==> src/gcc_regs.svh <==
// Purpose: Constants for the gated counter compare unit
// Assumes: 20 MHz mclk
// Notes:   Timing, reset values and limits only; types live in gcc_pkg
`ifndef GCC_REGS_SVH
`define GCC_REGS_SVH

// ****************************************
// Timing
// ****************************************
`define GCC_CLK_PERIOD_NS 50
`define GCC_MS_NS         1000000
`define GCC_PULSE_STEP_MS 2

// ****************************************
// Reset values and limits
// ****************************************
`define GCC_COUNT_RST 32'h0000_0000
`define GCC_CMP_RST   32'h0000_0000
`define GCC_LATCH_RST 32'h0000_0000
`define GCC_HYST_MIN  8'h02
`define GCC_CNT_MAX   32'h7FFF_FFFF

`endif

==> src/gcc_pkg.sv <==
// Purpose: Types for the gated counter compare unit
// Assumes: Constants come from gcc_regs.svh
// Notes:   Configuration travels as one packed struct
package gcc_pkg;

  typedef enum logic [0:0] {
    GCC_MODE_PERIODIC = 1'b0,
    GCC_MODE_ONCE     = 1'b1
  } gcc_count_mode_t;

  typedef enum logic [1:0] {
    GCC_DIR_NONE = 2'b00,
    GCC_DIR_UP   = 2'b01,
    GCC_DIR_DOWN = 2'b10
  } gcc_main_dir_t;

  typedef enum logic [0:0] {
    GCC_GATE_CANCEL = 1'b0,
    GCC_GATE_STOP   = 1'b1
  } gcc_gate_func_t;

  typedef enum logic [1:0] {
    GCC_OUT_NONE  = 2'b00,
    GCC_OUT_GE    = 2'b01,
    GCC_OUT_LE    = 2'b10,
    GCC_OUT_PULSE = 2'b11
  } gcc_out_mode_t;

  typedef enum logic [0:0] {
    GCC_PS_IDLE = 1'b0,
    GCC_PS_RUN  = 1'b1
  } gcc_pulse_state_t;

  typedef struct packed {
    gcc_count_mode_t    mode;
    gcc_main_dir_t      main_dir;
    gcc_gate_func_t     gate_func;
    logic               hardware_gate_input_en;
    gcc_out_mode_t      out_mode;
    logic [7:0]         hysteresis;
    logic [7:0]         pulse_steps;
    logic signed [31:0] load_value;
    logic signed [31:0] end_value;
  } gcc_cfg_t;

endpackage

==> src/gcc_sync.sv <==
// Purpose: Three-stage pin synchroniser with agreement filter
// Assumes: Inputs asynchronous to mclk
// Notes:   Output changes once stages two and three agree
`timescale 1ns/100ps
module gcc_sync #(
  parameter int W = 4
) (
  input  wire logic         mclk,    // System clock
  input  wire logic         reset_n, // Async reset
  input  wire logic [W-1:0] pin,     // Raw pins
  output logic      [W-1:0] level    // Filtered level
);
  logic [W-1:0] s1_reg;
  logic [W-1:0] s2_reg;
  logic [W-1:0] s3_reg;

  for (genvar i = 0; i < W; i++) begin : g_bit
    always_ff @(posedge mclk or negedge reset_n) begin
      if (!reset_n) begin
        s1_reg[i] <= 1'b0;
        s2_reg[i] <= 1'b0;
        s3_reg[i] <= 1'b0;
        level[i]  <= 1'b0;
      end else begin
        s1_reg[i] <= pin[i];
        s2_reg[i] <= s1_reg[i];
        s3_reg[i] <= s2_reg[i];
        if (s2_reg[i] == s3_reg[i]) begin
          level[i] <= s3_reg[i];
        end
      end
    end
  end
endmodule

==> src/gcc_ms_tick.sv <==
// Purpose: Millisecond tick for pulse timing
// Assumes: CYCLES clocks per millisecond
// Notes:   Restart realigns the tick to the pulse start
`timescale 1ns/100ps
module gcc_ms_tick #(
  parameter int unsigned CYCLES = 20000
) (
  input  wire logic mclk,    // System clock
  input  wire logic reset_n, // Async reset
  input  wire logic restart, // Realign divider
  output logic      tick     // One-cycle ms pulse
);
  logic [31:0] div_reg;

  always_ff @(posedge mclk or negedge reset_n) begin
    if (!reset_n) begin
      div_reg <= 32'h0000_0000;
      tick    <= 1'b0;
    end else if (restart) begin
      // Trigger cycle counts as the first, tick is registered
      div_reg <= 32'h0000_0001;
      tick    <= 1'b0;
    end else if (div_reg == CYCLES - 32'h0000_0001) begin
      div_reg <= 32'h0000_0000;
      tick    <= 1'b1;
    end else begin
      div_reg <= div_reg + 32'h0000_0001;
      tick    <= 1'b0;
    end
  end
endmodule

==> src/gcc_counter.sv <==
// Purpose: Gated up/down counter with latch, comparator and pulse output
// Assumes: Encoder pins asynchronous; config and program bits on mclk
// Notes:   Direction pin high means count down
`timescale 1ns/100ps
`include "gcc_regs.svh"

module gcc_counter
  import gcc_pkg::*;
#(
  parameter int unsigned MS_CYCLES = `GCC_MS_NS / `GCC_CLK_PERIOD_NS
) (
  input  wire logic               mclk,                   // System clock
  input  wire logic               reset_n,                // Async reset
  input  wire logic               count_pulse_pin,        // Encoder pulse pin
  input  wire logic               count_dir_pin,          // Encoder direction pin
  input  wire logic               hardware_gate_input,    // Hardware gate pin
  input  wire logic               latch_pin,              // Latch pin
  input  wire gcc_cfg_t           cfg,                    // Channel configuration
  input  wire logic               software_gate_bit,      // Program gate
  input  wire logic               output_control,         // Output enable bit
  input  wire logic               plain_out,              // Output in no-compare mode
  input  wire logic               cmp_wr_en,              // Comparison value write
  input  wire logic signed [31:0] cmp_wr_data,            // Comparison value data
  input  wire logic               cmp_flag_clear,         // Clear request for flag
  output logic signed      [31:0] count_value,            // Counter value
  output logic signed      [31:0] captured_count_value,   // Latched count
  output logic signed      [31:0] cmp_value,              // Comparison value
  output logic                    internal_gate,          // Internal gate state
  output logic                    digital_out,            // Channel output
  output logic                    output_state_indicator, // Output state
  output logic                    output_state_flag,      // Output status bit
  output logic                    comparator_result_flag  // Comparator status bit
);

  // ****************************************
  // Pin synchronisation and edges
  // ****************************************
  logic [3:0] pin_level;
  logic [3:0] pin_prev_reg;
  logic       sw_prev_reg;
  logic       a_rise;
  logic       dir_down;
  logic       hw_level;
  logic       hw_rise;
  logic       latch_rise;
  logic       sw_rise;

  gcc_sync #(.W(4)) u_sync (
    .mclk    (mclk),
    .reset_n (reset_n),
    .pin     ({latch_pin, hardware_gate_input, count_dir_pin, count_pulse_pin}),
    .level   (pin_level)
  );

  always_ff @(posedge mclk or negedge reset_n) begin
    if (!reset_n) begin
      pin_prev_reg <= 4'h0;
      sw_prev_reg  <= 1'b0;
    end else begin
      pin_prev_reg <= pin_level;
      sw_prev_reg  <= software_gate_bit;
    end
  end

  assign a_rise     = pin_level[0] & ~pin_prev_reg[0];
  assign dir_down   = pin_level[1];
  assign hw_level   = pin_level[2];
  assign hw_rise    = pin_level[2] & ~pin_prev_reg[2];
  assign latch_rise = pin_level[3] & ~pin_prev_reg[3];
  assign sw_rise    = software_gate_bit & ~sw_prev_reg;

  // ****************************************
  // Gate control
  // ****************************************
  logic auto_closed_reg;
  logic once_close;
  logic reopen;
  logic restart_load;
  logic gate_open;
  logic step;

  assign reopen = cfg.hardware_gate_input_en ? (hw_rise & software_gate_bit) : sw_rise;
  assign restart_load = (cfg.gate_func == GCC_GATE_CANCEL) &
                        (cfg.hardware_gate_input_en ? (hw_rise & software_gate_bit) : sw_rise);
  assign gate_open = software_gate_bit & (~cfg.hardware_gate_input_en | hw_level) & ~auto_closed_reg;
  assign step      = a_rise & gate_open;

  always_ff @(posedge mclk or negedge reset_n) begin
    if (!reset_n) begin
      auto_closed_reg <= 1'b0;
    end else if (once_close) begin
      auto_closed_reg <= 1'b1;
    end else if (reopen) begin
      auto_closed_reg <= 1'b0;
    end
  end

  always_ff @(posedge mclk or negedge reset_n) begin
    if (!reset_n) begin
      internal_gate <= 1'b0;
    end else begin
      internal_gate <= gate_open;
    end
  end

  // ****************************************
  // Counter
  // ****************************************
  logic signed [31:0] count_next;
  logic               last_down_reg;

  always_comb begin
    count_next = count_value;
    once_close = 1'b0;
    if (restart_load) begin
      count_next = cfg.load_value;
    end else if (step && !dir_down) begin
      if (cfg.main_dir == GCC_DIR_UP && count_value == cfg.end_value - 32'sd1) begin
        count_next = cfg.load_value;
        once_close = (cfg.mode == GCC_MODE_ONCE);
      end else begin
        count_next = count_value + 32'sd1;
        once_close = (cfg.mode == GCC_MODE_ONCE) && (cfg.main_dir == GCC_DIR_NONE) &&
                     (count_value == `GCC_CNT_MAX);
      end
    end else if (step && dir_down) begin
      if (cfg.main_dir == GCC_DIR_DOWN && count_value == cfg.end_value + 32'sd1) begin
        count_next = cfg.load_value;
        once_close = (cfg.mode == GCC_MODE_ONCE);
      end else begin
        count_next = count_value - 32'sd1;
        once_close = (cfg.mode == GCC_MODE_ONCE) && (cfg.main_dir == GCC_DIR_NONE) &&
                     (count_value == ~`GCC_CNT_MAX);
      end
    end
  end

  always_ff @(posedge mclk or negedge reset_n) begin
    if (!reset_n) begin
      count_value <= `GCC_COUNT_RST;
    end else begin
      count_value <= count_next;
    end
  end

  always_ff @(posedge mclk or negedge reset_n) begin
    if (!reset_n) begin
      last_down_reg <= 1'b0;
    end else if (step) begin
      last_down_reg <= dir_down;
    end
  end

  // ****************************************
  // Latch
  // ****************************************
  // No clear besides reset, so a run transition keeps the value
  always_ff @(posedge mclk or negedge reset_n) begin
    if (!reset_n) begin
      captured_count_value <= `GCC_LATCH_RST;
    end else if (latch_rise && gate_open) begin
      captured_count_value <= count_value;
    end
  end

  // ****************************************
  // Comparison value and hysteresis
  // ****************************************
  logic               raw_cond;
  logic               raw_prev_reg;
  logic               dir_ok;
  logic               cmp_res;
  logic               hyst_active_reg;
  logic signed [31:0] hyst_lo_reg;
  logic signed [31:0] hyst_hi_reg;
  logic signed [31:0] hyst_ext;

  always_ff @(posedge mclk or negedge reset_n) begin
    if (!reset_n) begin
      cmp_value <= `GCC_CMP_RST;
    end else if (cmp_wr_en) begin
      cmp_value <= cmp_wr_data;
    end
  end

  assign dir_ok = (cfg.main_dir == GCC_DIR_NONE) ||
                  (cfg.main_dir == GCC_DIR_UP && !last_down_reg) ||
                  (cfg.main_dir == GCC_DIR_DOWN && last_down_reg);

  always_comb begin
    case (cfg.out_mode)
      GCC_OUT_GE: begin
        raw_cond = (count_value >= cmp_value);
      end
      GCC_OUT_LE: begin
        raw_cond = (count_value <= cmp_value);
      end
      GCC_OUT_PULSE: begin
        raw_cond = (count_value == cmp_value) && dir_ok;
      end
      default: begin
        raw_cond = 1'b0;
      end
    endcase
  end

  assign hyst_ext = signed'({24'h00_0000, cfg.hysteresis});
  assign cmp_res  = raw_cond | hyst_active_reg;

  // Range is captured at activation so a new setting waits
  always_ff @(posedge mclk or negedge reset_n) begin
    if (!reset_n) begin
      hyst_active_reg <= 1'b0;
      hyst_lo_reg     <= `GCC_COUNT_RST;
      hyst_hi_reg     <= `GCC_COUNT_RST;
    end else if (!hyst_active_reg) begin
      if (raw_cond && cfg.hysteresis >= `GCC_HYST_MIN) begin
        hyst_active_reg <= 1'b1;
        hyst_lo_reg     <= count_value - hyst_ext;
        hyst_hi_reg     <= count_value + hyst_ext;
      end
    end else if (count_value < hyst_lo_reg || count_value > hyst_hi_reg) begin
      hyst_active_reg <= 1'b0;
    end
  end

  always_ff @(posedge mclk or negedge reset_n) begin
    if (!reset_n) begin
      raw_prev_reg <= 1'b0;
    end else begin
      raw_prev_reg <= raw_cond;
    end
  end

  // ****************************************
  // Pulse timer
  // ****************************************
  gcc_pulse_state_t pulse_state_reg;
  logic [8:0]       pulse_left_reg;
  logic             ms_tick;
  logic             trigger;
  logic             dur_zero;

  assign dur_zero = (cfg.pulse_steps == 8'h00);
  assign trigger = (cfg.out_mode == GCC_OUT_PULSE) && output_control && !dur_zero &&
                   raw_cond && !raw_prev_reg && !hyst_active_reg &&
                   (pulse_state_reg == GCC_PS_IDLE);

  gcc_ms_tick #(.CYCLES(MS_CYCLES)) u_tick (
    .mclk    (mclk),
    .reset_n (reset_n),
    .restart (trigger),
    .tick    (ms_tick)
  );

  always_ff @(posedge mclk or negedge reset_n) begin
    if (!reset_n) begin
      pulse_state_reg <= GCC_PS_IDLE;
      pulse_left_reg  <= 9'h000;
    end else begin
      case (pulse_state_reg)
        GCC_PS_IDLE: begin
          if (trigger) begin
            pulse_state_reg <= GCC_PS_RUN;
            pulse_left_reg  <= 9'(cfg.pulse_steps * `GCC_PULSE_STEP_MS);
          end
        end
        GCC_PS_RUN: begin
          if (ms_tick) begin
            if (pulse_left_reg == 9'h001) begin
              pulse_state_reg <= GCC_PS_IDLE;
              pulse_left_reg  <= 9'h000;
            end else begin
              pulse_left_reg <= pulse_left_reg - 9'h001;
            end
          end
        end
        default: begin
          pulse_state_reg <= GCC_PS_IDLE;
          pulse_left_reg  <= 9'h000;
        end
      endcase
    end
  end

  // ****************************************
  // Output and status
  // ****************************************
  logic do_next;
  logic flag_set;
  logic flag_clr_ok;

  always_comb begin
    case (cfg.out_mode)
      GCC_OUT_NONE: begin
        do_next     = plain_out;
        flag_set    = 1'b0;
        flag_clr_ok = 1'b1;
      end
      GCC_OUT_PULSE: begin
        if (dur_zero) begin
          do_next     = output_control & cmp_res;
          flag_set    = cmp_res;
          flag_clr_ok = !cmp_res;
        end else begin
          do_next     = trigger | (pulse_state_reg == GCC_PS_RUN && !(ms_tick && pulse_left_reg == 9'h001));
          flag_set    = trigger;
          flag_clr_ok = (pulse_state_reg == GCC_PS_IDLE);
        end
      end
      default: begin
        do_next     = output_control & cmp_res;
        flag_set    = cmp_res;
        flag_clr_ok = !cmp_res;
      end
    endcase
  end

  always_ff @(posedge mclk or negedge reset_n) begin
    if (!reset_n) begin
      digital_out            <= 1'b0;
      output_state_indicator <= 1'b0;
      output_state_flag      <= 1'b0;
    end else begin
      digital_out            <= do_next;
      output_state_indicator <= do_next;
      output_state_flag      <= (cfg.out_mode != GCC_OUT_NONE) & do_next;
    end
  end

  // Set wins over a same-cycle clear
  always_ff @(posedge mclk or negedge reset_n) begin
    if (!reset_n) begin
      comparator_result_flag <= 1'b0;
    end else if (cfg.out_mode == GCC_OUT_NONE) begin
      comparator_result_flag <= 1'b0;
    end else if (flag_set) begin
      comparator_result_flag <= 1'b1;
    end else if (cmp_flag_clear && flag_clr_ok) begin
      comparator_result_flag <= 1'b0;
    end
  end
endmodule

==> config.mk <==
export PLATFORM = sky130hd
export DESIGN_NAME = gcc_counter
export DESIGN_NICKNAME = d
export VERILOG_FILES = /design/src/gcc_pkg.sv /design/src/gcc_sync.sv /design/src/gcc_ms_tick.sv /design/src/gcc_counter.sv
export VERILOG_INCLUDE_DIRS = /design/src
export SDC_FILE = /design/constraint.sdc
export NUM_CORES = 1
export LEC_CHECK = 0
export BUFFER_PORTS_ARGS = -buffer_cell sky130_fd_sc_hd__buf_2
export CORE_MARGIN = 2
export CORE_UTILIZATION = 50
export DETAILED_ROUTE_END_ITERATION = 16
export GPL_ROUTABILITY_DRIVEN = 1
export GPL_TIMING_DRIVEN = 0
export PLACE_DENSITY = 0.76
export SLEW_MARGIN = 15
export SYNTH_ARGS = -nofsm -noshare
export SYNTH_HDL_FRONTEND = slang
export SYNTH_HIERARCHICAL = 1
export SYNTH_SLANG_ARGS = --single-unit
==> constraint.sdc <==
create_clock -name mclk -period 3.1 [get_ports mclk]
set_input_delay 0.31 -clock mclk [delete_from_list [all_inputs] [get_ports mclk]]
set_output_delay 0.31 -clock mclk [all_outputs]
set_load 0.01 [all_outputs]
==> results.yml <==
finish:
  diodes: 0
  final_cell_mix: "buf_2 (231), dfrtp_1 (198), nand2_1 (167), nor2_1 (156), inv_1 (145)"
  final_common_cell: "buf_2"
  fill_cells: 2666
  fin_nets: 2790
  post_route_cells_drive_above_1_share: 0.303
  utilization: 0.687
  syn2layout_area_growth_pct: 34.7
  fin_cells: 3009
drt:
  wire_per_inst_microns: 22.8
  drt_iter0_markers: 2117
  antenna_left: 0
  first_pass_iters: 7
  drt_wl_total_microns: 68700
  via_per_inst: 6.29
  vias: 18900
  drc: 0
worst_setup_path:
  crit_chain: "clkbuf_16, xnor2_4, xnor2_1, or3_4, a2111oi_4, o2111a_1, nand4_1, a211oi_4, buf_4, buf_12, buf_12, a21oi_2, a211o_1, a221oi_4"
  critPathCaptureType: "flip-flop"
  cp-start-kind: "flip-flop"
  crit_path_max_fanout: 8
  slowest_stage: "dfrtp_2"
  slowest_delay_ns: 0.45
  crit_family: "compound AO/OA/AOI/OAI gates"
  crit_buf_inv: 4
  path_common_cell: "buf_12"
  cp_data_arrival_time_ns: 3.74
  critPathKind: "reg2reg"
  required_ns: 3.53
power:
  p_int_w: 0.0100
  peakVddDrop_uv: 500
  power.switching_w: 0.00767
  seqPwrFrac: 0.279
  leakagePower_nw: 10.4
  clockPowerShare: 0.193
  p_per_area_nw_per_um2: 745
  p_total_w: 0.0177
  combPwrFrac: 0.528
  p_sw_frac: 0.433
synthesis:
  synth_fa_ha_area_frac: 0.0927
  synth_top_flop_cell: "dfrtp_1"
  syn_inst: 2127
  syn-cell-area_sq_um: 17700
  synth_compound_area_frac: 0.166
  ys_types: 85
  ys_warn_count: 6
  synth_edf_count: 0
  synth_top_family_by_area: "simple AND/OR/NAND/NOR gates"
  synth_fp_nets: 2383
  async_reset_ff_frac: 1.00
  syn_avg_cell_area_sq_um: 8.30
  ys_seq_area_frac: 0.326
  muxShareOfSynthArea: 0.0400
  synth-simple-area-share: 0.242
  synth-xor-area-share: 0.0724
  yosys_register_bits: 230
sta:
  slew_headroom: 0.325
  rsz0062_at_grt: "true"
  setup_viol_count_final: 130
  whs_ns: 0.00731
  hold_viol_final: 0
  period_needed_ns: 3.31
  drv_slew: 0
  fin_crit_sh: 1.07
  setup_tns_ns: -15.02
  max_slew.worst_pin.slew_ns: 1.01
  finClkSkew_ns: 0.0190
  worst_slack_ns: -0.214
  max_freq_ghz: 0.302
worst_hold_path:
  hold_path.class: "in2reg"
outcome:
  outcome: "finished with violations"
  violations: "negative setup slack"
global_routing:
  grt_pass1_wl_microns: 101000
  grt_max_degree: 88
  grt_pass1_vias: 18000
  grt.total_usage: 0.357
  antenna_found_initial: 0
  grt_overflow: 0
clocking:
  clkLatencyLatePin_ns: 0.55
  cts-root-buf: "clkbuf_16"
  h-tree-depth: 1
  clk_path_buf_depth: 3
  cts_buffers: 27
  cts_sinks: 230
  cts_tree: "done"
  path_clk_slew_ns: 0.07
floorplan:
  rows: 68
  fp.dieArea_sq_um: 36800
  die_h_microns: 192
  die_w_microns: 192
  core_area_sq_um: 34600
  io_pins: 231
  start_util: 0.510
placed_design:
  io_buffers: 222
  place_hpwl_microns: 47800
  gp_congestion: 0.987
  place_inst: 2806
job:
  drv_cap: 0
-- per-stage QoR --
stage	area, sq um	setup WS, ns
2_1_floorplan	17800	-0.222
3_3_place_gp	19400	-2.48
3_5_place_dp	19500	-2.02
4_1_cts	23000	-0.210
5_1_grt	23800	-0.356
6_report	23800	-0.214
-- worst reg2reg max path, cell delays in order, from the launching register on --
cell	delay, ns
dfrtp_2	0.45
clkbuf_16	0.17
xnor2_4	0.13
xnor2_1	0.13
or3_4	0.42
a2111oi_4	0.21
o2111a_1	0.24
nand4_1	0.15
a211oi_4	0.25
buf_4	0.15
buf_12	0.14
buf_12	0.15
a21oi_2	0.04
a211o_1	0.27
a221oi_4	0.29
-- worst paths after layout --
path                                       start                end  slack (ns)  cells past startpoint
worst max register to register    count_value[3]    count_value[19]       -0.21                     14
min in group asynchronous                reset_n      cmp_value[10]        0.32                      2
worst min-delay path                     cfg[67]  pulse_left_reg[4]       0.007                      2
worst max-delay path              count_value[3]    count_value[19]       -0.21                     14
worst min register to register  u_sync/s1_reg[1]   u_sync/s2_reg[1]        0.35                      0
max in group asynchronous                reset_n    count_value[28]        1.82                      3
-- cell usage after synthesis, drive strengths merged, types with 5 or more instances --
| cell | instances | area share |
|---|---|---|
| mux2i | 21 | 0.012 |
| a221oi | 7 | 0.0035 |
| or2 | 8 | 0.0028 |
| nor3 | 57 | 0.016 |
| xnor2 | 84 | 0.042 |
| nor4 | 38 | 0.014 |
| dfrtp | 230 | 0.33 |
| nor2 | 172 | 0.037 |
| or4 | 27 | 0.012 |
| a21oi | 129 | 0.037 |
| and3 | 23 | 0.0081 |
| nor2b | 30 | 0.011 |
| nand3b | 9 | 0.0038 |
| o21ai | 136 | 0.039 |
| a211oi | 18 | 0.0086 |
| o211ai | 15 | 0.0064 |
| nand3 | 89 | 0.026 |
| and2 | 17 | 0.0060 |
| xor2 | 62 | 0.031 |
| ha | 124 | 0.088 |
| o21a | 11 | 0.0047 |
| or3 | 48 | 0.017 |
| nand4 | 50 | 0.019 |
| mux2 | 44 | 0.028 |
| inv | 151 | 0.032 |
| a21o | 33 | 0.014 |
| a31o | 5 | 0.0025 |
| nand2b | 29 | 0.010 |
| clkbuf | 98 | 0.021 |
| a31oi | 9 | 0.0032 |
| nand4b | 7 | 0.0035 |
| buf | 23 | 0.0074 |
| and4 | 14 | 0.0069 |
| o221a | 5 | 0.0032 |
| nand2 | 183 | 0.039 |
| nor3b | 8 | 0.0034 |
| nor4b | 7 | 0.0035 |
| a211o | 13 | 0.0064 |
| o22ai | 12 | 0.0043 |
| o31ai | 21 | 0.0097 |
-- power by group through the flow --
stage | Clock [W] | Combinational (W) | Sequential [W]
6_report | 0.00342 | 0.00936 | 0.00493
5_1_grt | 0.00359 | 0.0101 | 0.00501
4_1_cts | 0.00344 | 0.00857 | 0.00489
3_5_place_dp | 0 | 0.00729 | 0.00495
3_3_place_gp | 0 | 0.00700 | 0.00492
2_1_floorplan | 0 | 0.00492 | 0.00474
-- per-layer routing --
layer / global-route usage / part of all wire / up-vias
li1: - / - / 8406
met1: 0.469 / 0.40 / 9086
met2: 0.556 / 0.44 / 1147
met3: 0.0793 / 0.11 / 275
met4: 0.175 / 0.059 / 0
met5: 0 / 0 / -
-- cell type report --
type	instances	area (sq um)	area share
multi-input combinational	1626	12300	0.517
clock buffer	36	769	0.0324
buffer	117	892	0.0375
timing repair buffer	381	2690	0.113
sequential	230	5800	0.244
tap	455	569	0.0239
clock inverter	13	178	0.00747
inverter	151	579	0.0244
-- logic make-up after synthesis --
family	Yosys count
buf+inv	272
fa+ha+maj	130
compound gates	461
flops	230
mux	65
xor+xnor	146
simple gates	823
-- repair_timing --
action | CTS | global route
pin swaps | 64 | 62
gates cloned | 9 | 1
endpoints found under the setup margin | 144 | 143
endpoints found under the hold margin | 114 | 0
setup buffers | 77 | 37
gates resized for setup | 346 | 163
hold buffers | 39 | 0
Power figures use the tool's default switching activity.
